`config.mk`:
```
export PLATFORM = sky130hd
export DESIGN_NAME = pfa_core
export DESIGN_NICKNAME = d
export VERILOG_FILES = /design/src/logic/pfa_pkg.sv /design/src/logic/pfa_core.sv
export VERILOG_INCLUDE_DIRS = /design/src /design/src/logic
export SDC_FILE = /design/constraint.sdc
export NUM_CORES = 1
export LEC_CHECK = 0
export ABC_AREA = 1
export BUFFER_PORTS_ARGS = -buffer_cell sky130_fd_sc_hd__buf_2
export CAP_MARGIN = 20
export CORE_ASPECT_RATIO = 1.25
export CORE_MARGIN = 10
export CORE_UTILIZATION = 47
export DETAILED_ROUTE_END_ITERATION = 6
export PLACE_DENSITY_LB_ADDON = 0.1
export SKIP_LAST_GASP = 1
export SLEW_MARGIN = 20
export SYNTH_ARGS = -nofsm -noshare
export SYNTH_HDL_FRONTEND = slang
export SYNTH_SLANG_ARGS = --single-unit
```
`constraint.sdc`:
```
create_clock -name clk_in -period 3 [get_ports clk_in]
set_input_delay 0.15 -clock clk_in [delete_from_list [all_inputs] [get_ports clk_in]]
set_output_delay 0.15 -clock clk_in [all_outputs]
set_load 0.01 [all_outputs]
```
`src/logic/pfa_defs.svh`:
```
// constants for the program flow and indirect addressing block
`ifndef PFA_DEFS_SVH
`define PFA_DEFS_SVH
`define PFA_PC_W        13
`define PFA_UPPER_W     5
`define PFA_LOW_W       8
`define PFA_JUMP_W      11
`define PFA_PAGE_W      2
`define PFA_PAGE_HI     4
`define PFA_PAGE_LO     3
`define PFA_STACK_DEPTH 8
`define PFA_SP_W        3
`define PFA_DADDR_W     9
`define PFA_BANK_BIT    7
`define PFA_PORT_ADDR   8'h00
`define PFA_ZERO_PTR    8'h00
`define PFA_ZERO_READ   8'h00
`define PFA_RESET_PC    13'h0000
`define PFA_RESET_LOW   8'h00
`define PFA_RESET_LATCH 8'h00
`define PFA_RESET_SP    3'h0
`define PFA_SP_ONE      3'h1
`define PFA_PC_ONE      13'h0001
`define PFA_SP_LAST     3'h7
`define PFA_LOW_ADDR    8'h02
`define PFA_LATCH_ADDR  8'h0A
`endif

```
`src/logic/pfa_pkg.sv`:
```
// types shared by the program flow and indirect addressing block
`include "pfa_defs.svh"
package pfa_pkg;
    typedef enum logic [4:0] {
        PFA_OP_NONE   = 5'h01,
        PFA_OP_JUMP   = 5'h02,
        PFA_OP_CALL   = 5'h04,
        PFA_OP_RETURN = 5'h08,
        PFA_OP_VECTOR = 5'h10
    } pfa_op_t;

    typedef struct packed {
        pfa_op_t                   op;
        logic [`PFA_JUMP_W-1:0]    target;
        logic [`PFA_PC_W-1:0]      vector;
        logic                      advance;
    } pfa_flow_t;

    typedef struct packed {
        logic                      read;
        logic                      write;
        logic [`PFA_LOW_W-1:0]     addr;
        logic [`PFA_LOW_W-1:0]     wdata;
    } pfa_file_t;

    typedef struct packed {
        logic                      read;
        logic                      write;
        logic [`PFA_DADDR_W-1:0]   addr;
        logic [`PFA_LOW_W-1:0]     wdata;
    } pfa_mem_t;
endpackage

```
`src/logic/pfa_core.sv`:
```
// program counter, return stack, paging and indirect data addressing
//
// What this block does
// RL1: 13-bit counter, low byte read/write, upper hidden
// RL2: any reset clears upper counter bits
// RL3: low-byte write loads upper bits from latch 4:0
// RL4: call/jump: 11 bits from instruction, page latch
// RL5: eight-entry 13-bit stack, pointer not accessible
// RL6: push on call and interrupt vector
// RL7: pop on any return instruction
// RL8: push and pop leave latch unchanged
// RL9: stack is circular, ninth push overwrites first
// RL10: no overflow or underflow indication
// RL11: return restores full counter from stack
// RL12: 8K space in four 2K pages
// RL13: single-page software keeps page bits zero
// RL14: computed jumps get no carry into upper bits
// RL15: indirect port accesses register at pointer
// RL16: pointer zero indirect read returns zero
// RL17: pointer zero indirect write changes nothing
// RL18: indirect address is bank bit over pointer
// RL19: stack pointer wraps modulo eight on pop
`include "pfa_defs.svh"
module pfa_core (
    input  wire logic                     clk_in,
    input  wire logic                     reset_in,
    input  wire pfa_pkg::pfa_flow_t       flow_in,
    input  wire pfa_pkg::pfa_file_t       file_in,
    input  wire logic [`PFA_LOW_W-1:0]    file_select_pointer_in,
    input  wire logic [`PFA_LOW_W-1:0]    status_in,
    input  wire logic [`PFA_LOW_W-1:0]    mem_rdata_in,
    output logic [`PFA_PC_W-1:0]          pc_out,
    output logic [`PFA_LOW_W-1:0]         counter_low_byte_out,
    output logic [`PFA_LOW_W-1:0]         counter_high_latch_out,
    output pfa_pkg::pfa_mem_t             mem_out,
    output logic [`PFA_LOW_W-1:0]         file_rdata_out
);
    import pfa_pkg::*;

    logic [`PFA_PC_W-1:0]    pc;
    logic [`PFA_LOW_W-1:0]   counter_high_latch;
    logic [`PFA_PC_W-1:0]    stack [`PFA_STACK_DEPTH];
    logic [`PFA_SP_W-1:0]    sp;
    logic [`PFA_PC_W-1:0]    next_pc;
    logic [`PFA_PC_W-1:0]    return_addr;
    logic                    port_hit;
    logic                    low_write;
    logic                    latch_write;
    logic                    do_push;
    logic                    do_pop;

    // the low byte and latch are claimed by their file addresses; they
    // are given as parameters since this block only sees the bus
    localparam logic [`PFA_LOW_W-1:0] LOW_ADDR   = `PFA_LOW_ADDR;
    localparam logic [`PFA_LOW_W-1:0] LATCH_ADDR = `PFA_LATCH_ADDR;

    function automatic logic [`PFA_SP_W-1:0] sp_step(
        input logic [`PFA_SP_W-1:0] value,
        input logic                 up
    );
        // natural 3-bit overflow gives the modulo-eight wrap
        sp_step = up ? value + `PFA_SP_ONE : value - `PFA_SP_ONE;
    endfunction

    function automatic logic [`PFA_PC_W-1:0] page_target(
        input logic [`PFA_LOW_W-1:0]  latch,
        input logic [`PFA_JUMP_W-1:0] target
    );
        page_target = {latch[`PFA_PAGE_HI:`PFA_PAGE_LO], target}; // [RL4]
    endfunction

    assign port_hit    = (file_in.addr == `PFA_PORT_ADDR);
    assign low_write   = file_in.write && (file_in.addr == LOW_ADDR);
    assign latch_write = file_in.write && (file_in.addr == LATCH_ADDR);
    assign do_push     = (flow_in.op == PFA_OP_CALL) ||
                         (flow_in.op == PFA_OP_VECTOR); // [RL6]
    assign do_pop      = (flow_in.op == PFA_OP_RETURN); // [RL7]
    assign return_addr = stack[sp_step(sp, 1'b0)];
    assign pc_out                 = pc;
    assign counter_low_byte_out   = pc[`PFA_LOW_W-1:0];
    assign counter_high_latch_out = counter_high_latch;

    // one source per cycle: the op decides, and a low-byte write only
    // counts when no branch is in flight, so a branch always wins over
    // a computed jump issued in the same cycle
    always_comb begin
        next_pc = pc;
        if (flow_in.advance) begin
            next_pc = pc + `PFA_PC_ONE;
        end
        unique case (flow_in.op)
            PFA_OP_NONE: begin
                if (low_write) begin
                    // no carry from the low byte reaches the top [RL14]
                    next_pc = {counter_high_latch[`PFA_UPPER_W-1:0],
                               file_in.wdata}; // [RL3] [RL1]
                end
            end
            PFA_OP_JUMP, PFA_OP_CALL: begin
                next_pc = page_target(counter_high_latch,
                                      flow_in.target); // [RL4] [RL12]
            end
            PFA_OP_RETURN: begin
                next_pc = return_addr; // [RL11]
            end
            PFA_OP_VECTOR: begin
                next_pc = flow_in.vector;
            end
            default: begin
                next_pc = pc;
            end
        endcase
    end

    always_ff @(posedge clk_in) begin
        if (reset_in) begin
            pc <= `PFA_RESET_PC; // [RL2]
        end else begin
            pc <= next_pc;
        end
    end

    // the latch is touched only by reset and file writes, never by stack traffic
    always_ff @(posedge clk_in) begin
        if (reset_in) begin
            counter_high_latch <= `PFA_RESET_LATCH;
        end else if (latch_write) begin
            counter_high_latch <= file_in.wdata; // [RL8]
        end
    end

    // stack has no flags and no file address at all
    always_ff @(posedge clk_in) begin
        if (reset_in) begin
            sp <= `PFA_RESET_SP;
        end else if (do_push) begin
            sp <= sp_step(sp, 1'b1); // [RL9] [RL10]
        end else if (do_pop) begin
            sp <= sp_step(sp, 1'b0); // [RL19]
        end
    end

    // pushed value is the return address, i.e. the next instruction
    always_ff @(posedge clk_in) begin
        if (do_push && !reset_in) begin
            stack[sp] <= pc + `PFA_PC_ONE; // [RL5] [RL9]
        end
    end

    // the indirect port holds no storage: it is steered onto the data
    // bus at the pointer; pointer zero would address the port itself,
    // so that access is dropped rather than looping back
    always_comb begin
        mem_out.addr  = {status_in[`PFA_BANK_BIT],
                         file_select_pointer_in}; // [RL18]
        mem_out.wdata = file_in.wdata;
        mem_out.read  = 1'b0;
        mem_out.write = 1'b0;
        if (port_hit) begin
            if (file_select_pointer_in != `PFA_ZERO_PTR) begin
                mem_out.read  = file_in.read; // [RL15]
                mem_out.write = file_in.write; // [RL17]
            end
        end else begin
            mem_out.addr  = {status_in[`PFA_BANK_BIT], file_in.addr};
            mem_out.read  = file_in.read && !low_write;
            mem_out.write = file_in.write && !low_write && !latch_write;
        end
    end

    // read data is registered, so it trails the request by one cycle;
    // the core's own bytes are served here and not from memory
    always_ff @(posedge clk_in) begin
        if (reset_in) begin
            file_rdata_out <= `PFA_ZERO_READ;
        end else if (port_hit &&
                     file_select_pointer_in == `PFA_ZERO_PTR) begin
            file_rdata_out <= `PFA_ZERO_READ; // [RL16]
        end else if (!port_hit && file_in.addr == LOW_ADDR) begin
            file_rdata_out <= pc[`PFA_LOW_W-1:0]; // [RL1]
        end else if (!port_hit && file_in.addr == LATCH_ADDR) begin
            file_rdata_out <= counter_high_latch;
        end else begin
            file_rdata_out <= mem_rdata_in;
        end
    end
endmodule

```
==> results.yml, run 1 <==
place:
  post-place-ws_ns: 0.6770
  place_area_sq_mm: 0.007591
  gp_congestion: 0.8351
  portBuffers: 120
  dp_hpwl_mm: 13.28
pwr:
  power_mw: 4.527
  power_density_mw_per_mm2: 547.6
  p_comb_frac: 0.105
  power.leakage_nw: 3.827
  p_sw_mw: 1.202
  clock_power_share: 0.433
  vdd.ir_drop.worst_v: 0.0003769
  p_int_mw: 3.325
  swShare: 0.2656
  seqPwrFrac: 0.462
yosys:
  ys_seq_area_frac: 0.5452
  synthTopCellsByArea: "edfxtp_1 (45%), nand2_1 (9.8%), dfxtp_1 (9.3%), nor2_1 (8.9%), nand3_1 (6.4%)"
  synth_top_area_frac: 0.4524
  ys_types: 32
  ys.flop_type: "edfxtp_1"
  netlist_area_sq_mm: 0.006903
  yosys_warnings: 0
  syn_avg_cell_area_sq_um: 8.267
  synth_nets: 912
  postSynthCellCount: 835
  synth-seq-cells: 136
  synthArstFlopShare: 0
  synth_edf_count: 104
  yosys.area.top_type: "edfxtp_1"
layout:
  num_antenna_cells: 0
  final_core_util: 0.5739
  layout_common_cells: "nand2_1 (180), nor2_1 (164), buf_2 (120)"
  layout_commonest_cell: "nand2_1"
  final_nets: 1029
  regArea_sq_mm: 0.003764
  area_growth_pct: 19.78
  nFillCells: 1285
  final_area_sq_mm: 0.008268
  final_layout_size_suffix_gt1_frac: 0.1938
  multi_input_area_sq_mm: 0.002481
global_routing:
  grt_pass1_wl_mm: 30.40
  antenna_found_initial: 0
  grt_pass1_vias: 6045
  grt_max_degree: 57
  grt.total_usage: 0.1922
  grt-ovfl-total: 0
sta:
  layout_min_cycle_time_ns: 2.372
  fmax_mhz: 421.6
  grt_setup_unrepaired: "false"
  finalCritPeriodShare: 0.7906
  tightest_slew_ns: 0.9778
  final_hold_viol_count: 0
  fin_worst_skew_ns: 0.008448
  tns_ns: 0
  setup_ws_ns: 0.6281
  slew_headroom: 0.3474
  setup_viol: 0
  slew_violations: 0
clock_network:
  cts_hold_buf: 12
  clock_path_buffers: 2
  cts.sink_count: 136
  path_clk_slew_ns: 0.06
  ctsResizeCount: 0
  clkLatencyLatePin_ns: 0.42
  h-tree-depth: 4
  cts_root_buf: "clkbuf_16"
  cts_tree: "done"
  cts_buffers: 17
  post_cts_buffers: 0
die:
  design.core.area_sq_mm: 0.01441
  rows: 49
  start_util: 0.4791
  die_h_microns: 155.5
  die_w_microns: 128.4
  die_area_sq_mm: 0.01996
  io_pins: 130
route:
  vias: 5918
  drt_iter0_drc: 293
  ant_nets: 0
  wl_mm: 19.15
  drt-pass1-iter-count: 7
  via_per_inst: 5.178
  drc_errors: 0
  routedWlPerCell_microns: 16.76
flow_run:
  drv_cap: 0
critical_path:
  end_kind: "register"
  critical_path_arrival_ns: 2.73
  cp-start-kind: "register"
  path_max_fanout: 20
  required_ns: 3.36
  crit_type: "register to register"
status:
  status: "finished, final reports clean"
worst_hold_path:
  hp-class: "input port to register"
==> sequential cells by signal, summed over array words and instances (netlist names) <==
register,flops
stack,104
file_rdata_out,8
pc_out,13
counter_high_latch_out,8
sp,3
==> path summary, 6_finish.rpt <==
check	start	endpoint	slack, ns	cells past startpoint
min	file_in[1]	counter_high_latch_out[1]$_SDFFE_PP0P_	0.009	3
min reg2reg	counter_high_latch_out[7]$_SDFFE_PP0P_	counter_high_latch_out[7]$_SDFFE_PP0P_	0.54	4
max reg2reg	sp[1]$_SDFFE_PP0P_	pc_out[2]$_SDFFE_PP0P_	0.63	11
max	sp[1]$_SDFFE_PP0P_	pc_out[2]$_SDFFE_PP0P_	0.63	11
==> final cells by class <==
type                    instances  share of cell area
well taps                     178             0.02694
multi-input cells             546              0.3001
clock inverters                15             0.01589
inverters                     102             0.04631
repair buffers                149              0.1041
flip-flops and latches        136              0.4552
clock buffers                  17             0.05145
==> per-layer routing <==
layer  global-route usage  share of wire  routed length, microns  vias to the layer above
li1                     -              -                       -                     2927
met1               0.2217           0.39                    7518                     2756
met2               0.3420           0.53                   10090                      211
met3              0.04726          0.067                    1292                       24
met4              0.05371          0.013                     247                        0
met5                    0              0                       0                        -
==> critical path, stage by stage (launching register included) <==
cell	delay, ns
dfxtp_1	0.54
inv_1	0.17
ha_1	0.33
clkinv_1	0.31
buf_12	0.29
nor2_1	0.09
o21ai_0	0.09
nand3_1	0.12
nand3_1	0.13
nand2_1	0.11
nor2_1	0.05
nor2_1	0.08
==> per-stage QoR <==
| stage | hold WS (ns) | instances |
|---|---|---|
| CTS | 0.002262 | 1143 |
| global placement | 0.3001 | 1099 |
| global route | 0.01146 | 1143 |
| detailed placement | 0.3001 | 1099 |
| finish | 0.008550 | 1143 |
| floorplan | 0.2194 | 835 |
==> Yosys cell counts, types with 4 or more instances <==
master	count
nand2_1	180
nor2_1	164
edfxtp_1	104
inv_1	99
nand3_1	88
o21ai_0	45
dfxtp_1	32
buf_2	19
a21oi_1	18
buf_4	18
a211oi_1	8
clkbuf_1	8
nand4_1	7
nand3b_1	6
nor3_1	6
nand2_2	4
o21bai_1	4
==> cells by family after synthesis <==
kind of cell	Yosys count	share of synthesized area
AOI/OAI and AO/OA	78	0.06290
xor gates and xnor gates	3	0.003807
adders and majority gates	3	0.005438
buffers and inverters	153	0.09969
DFF	136	0.5452
and+or+nand+nor	462	0.2829
==> power groups by stage <==
stage                     registers, mW  logic (mW)  clock network, mW
final                              2.09       0.475               1.96
after CTS                          2.09       0.476               1.99
after detailed placement           2.13       0.463                  0
after global routing               2.09       0.533               2.06
after floorplan                    2.13       0.290                  0
after global placement             2.13       0.454                  0
No activity file was read; power rests on OpenSTA's default activity.
==> inputs of run 2 (changes only) <==
--- a/config.mk
+++ b/config.mk
@@ -6,7 +6,7 @@
 export SDC_FILE = /design/constraint.sdc
 export NUM_CORES = 1
 export LEC_CHECK = 0
-export ABC_AREA = 1
+export ABC_AREA = 0
 export BUFFER_PORTS_ARGS = -buffer_cell sky130_fd_sc_hd__buf_2
 export CAP_MARGIN = 20
 export CORE_ASPECT_RATIO = 1.25
==> constraint.sdc (replaced) <==
create_clock -name clk_in -period 2 [get_ports clk_in]
set_input_delay 0.1 -clock clk_in [delete_from_list [all_inputs] [get_ports clk_in]]
set_output_delay 0.1 -clock clk_in [all_outputs]
set_load 0.01 [all_outputs]
==> run 2 against run 1 <==
Critical path depth shrank 4. Sequential cell count is the same. Design area grew 0.12%. Sequential power grew 49%. Maximum frequency grew 21%.
==> results.yml, run 2 <==
status:
  status: "finished, final reports clean"
route:
  wl_met2_mm: 8.607
  top_layer: "met4"
  met1_length_mm: 7.377
  drt_iter0_drc: 350
  via_per_inst: 5.605
  drt-pass1-iter-count: 6
  vias: 4680
  wl_mm: 17.52
  ant_nets: 0
  routedWlPerCell_microns: 20.99
  drc_errors: 0
  wl_met3_mm: 1.287
layout:
  layout_common_cells: "buf_2 (120), edfxtp_1 (104), mux2i_1 (57)"
  final_nets: 728
  top_register: "stack"
  final_layout_size_suffix_gt1_frac: 0.3855
  layout_commonest_cell: "buf_2"
  area_growth_pct: 29.57
  stdcell_count: 835
  final_core_util: 0.6229
  nFillCells: 1037
  largest_reg_flops: 104
  num_antenna_cells: 0
critical_path:
  required_ns: 2.29
  r2r_cells: 7
  path_max_fanout: 9
  slowest_stage: "nor2_1"
  rr_startpoint: "sp[1]$_SDFFE_PP0P_"
  path_cells: "inv_4, ha_4, xnor2_2, nor2_1, a21oi_1, a31oi_1, a311oi_2"
  r2r_slack_ns: 0.03
  critical_path_arrival_ns: 2.26
  cp-start-kind: "register"
  crit_type: "register to register"
  end_kind: "register"
  max_stage_delay_ns: 0.60
  worst_r2r_endpoint: "pc_out[4]$_SDFFE_PP0P_"
pwr:
  power.leakage_nw: 3.295
  power_density_mw_per_mm2: 866.8
  vdd.ir_drop.worst_v: 0.0005920
yosys:
  yosys_warnings: 0
  ys_seq_area_frac: 0.5891
  synthTopCellsByCount: "edfxtp_1 (104), mux2i_1 (57), nor2_1 (50)"
  synth_top_area_frac: 0.4888
  synthArstFlopShare: 0
  ys.flop_type: "edfxtp_1"
  synthTopCellsByArea: "edfxtp_1 (49%), dfxtp_1 (10%), mux2i_1 (8.9%), nor2_1 (2.9%), buf_4 (2.1%)"
  syn_avg_cell_area_sq_um: 12.88
  synth-seq-cells: 136
  netlist_area_sq_mm: 0.006389
  ys_types: 51
  synth_edf_count: 104
  synth_nets: 573
  postSynthCellCount: 496
  post-synth-top-count-cell: "edfxtp_1"
  yosys.area.top_type: "edfxtp_1"
sta:
  tns_ns: 0
  tightest_slew_ns: 0.7656
  slew_violations: 0
  slew_headroom: 0.4877
  grt_setup_unrepaired: "true"
  final_hold_viol_count: 0
  layout_min_cycle_time_ns: 1.968
  setup_viol: 0
  fin_worst_skew_ns: 0.006866
  fmax_mhz: 508.2
  finalCritPeriodShare: 0.9839
place:
  gp_congestion: 0.8363
  dp_hpwl_mm: 12.67
  portBuffers: 120
  dp_cells: 795
die:
  design.core.area_sq_mm: 0.01329
  rows: 47
  die_w_microns: 124.3
  start_util: 0.4807
  die_h_microns: 150.4
  io_pins: 130
  die_area_sq_mm: 0.01869
global_routing:
  grt-ovfl-total: 0
  grt_max_degree: 26
  grt.total_usage: 0.1853
  grt_pass1_vias: 4833
  grt_pass1_wl_mm: 27.28
  antenna_found_initial: 0
worst_hold_path:
  hold-path-cell-count: 3
  whs_endpoint: "file_rdata_out[6]$_SDFF_PP0_"
  hp-start: "mem_rdata_in[6]"
  hp-class: "input port to register"
clock_network:
  cts_root_buf: "clkbuf_16"
  cts.sink_count: 136
  clkLatencyLatePin_ns: 0.42
  post_cts_buffers: 0
  path_clk_slew_ns: 0.06
  cts_tree: "done"
  h-tree-depth: 4
  cts_buffers: 17
  clock_path_buffers: 2
flow_run:
  drv_cap: 0
[run 2: cell type report]
class / instances / area [sq um] / area share
clock buffer: 17 / 425.4 / 0.05139
sequential: 136 / 3769 / 0.4553
inverter: 8 / 32.53 / 0.003930
clock inverter: 15 / 190.2 / 0.02297
multi-input combinational: 308 / 2444 / 0.2952
timing repair buffer: 180 / 1204 / 0.1454
tap: 171 / 214.0 / 0.02585
[run 2: how the worst max path moves through the flow]
stage                        from                      end  slack [ns]  cells past startpoint
2_1_floorplan         flow_in[29]    stack[3][0]$_DFFE_PP_       -0.09                      6
3_3_place_gp   sp[0]$_SDFFE_PP0P_   pc_out[2]$_SDFFE_PP0P_       -0.01                      7
3_5_place_dp   sp[0]$_SDFFE_PP0P_   pc_out[9]$_SDFFE_PP0P_       -0.05                      8
4_1_cts        sp[1]$_SDFFE_PP0P_  pc_out[12]$_SDFFE_PP0P_      -0.002                      8
5_1_grt        sp[0]$_SDFFE_PP0P_   pc_out[9]$_SDFFE_PP0P_       -0.05                      8
6_report       sp[1]$_SDFFE_PP0P_   pc_out[4]$_SDFFE_PP0P_        0.03                      7
[run 2: power by group]
part / switching (mW) / total [mW] / leakage (nW) / internal [mW]
combinational: 0.442 / 0.803 / 1.77 / 0.361
clock: 1.26 / 3.25 / 0.298 / 1.99
sequential: 0.0262 / 3.12 / 1.23 / 3.09
[run 2: per-stage QoR]
| stage | instance area, sq um | setup slack (ns) | power [mW] | hold slack, ns |
|---|---|---|---|---|
| 2_1_floorplan | 6434 | -0.08514 | 3.635 | 0.2439 |
| 3_3_place_gp | 7508 | -0.01470 | 3.935 | 0.2001 |
| 5_1_grt | 8278 | -0.04740 | 7.407 | 0.05935 |
| 4_1_cts | 8214 | -0.001650 | 7.193 | 0.01949 |
| 3_5_place_dp | 7508 | -0.05120 | 3.950 | 0.2001 |
| 6_report | 8278 | 0.03218 | 7.175 | 0.02711 |
[run 2: critical path, delay by kind of cell (launching register included)]
kind,cells,cell delay (ns)
flip-flops,1,0.35
buffers and inverters,1,0.04
adder cells (fa/ha/maj),1,0.18
AO/OA/AOI/OAI,3,0.51
XOR/XNOR,1,0.16
AND/OR/NAND/NOR,1,0.60
[run 2: cell families after synthesis]
family                   after synthesis  synth area share
AO/OA/AOI/OAI                         96            0.1234
buffers and inverters                 52           0.04524
flip-flops                           136            0.5891
AND/OR/NAND/NOR                      130            0.1003
multiplexers                          65            0.1140
XOR/XNOR                              14           0.02213
adder cells (fa/ha/maj)                3          0.005876
[run 2: repair_timing]
action | in CTS | in global routing
endpoints found under the hold margin | 8 | 0
pin swaps | 2 | 5
hold buffers | 8 | 0
gates resized for setup | 5 | 11
setup endpoints to repair | 5 | 12
[run 2: routing by layer]
metal  vias to the layer above  global-route usage
li1                       2208                   -
met1                      2279              0.2250
met2                       171              0.3102
met3                        22             0.05206
met4                         0             0.06534
met5                         -                   0
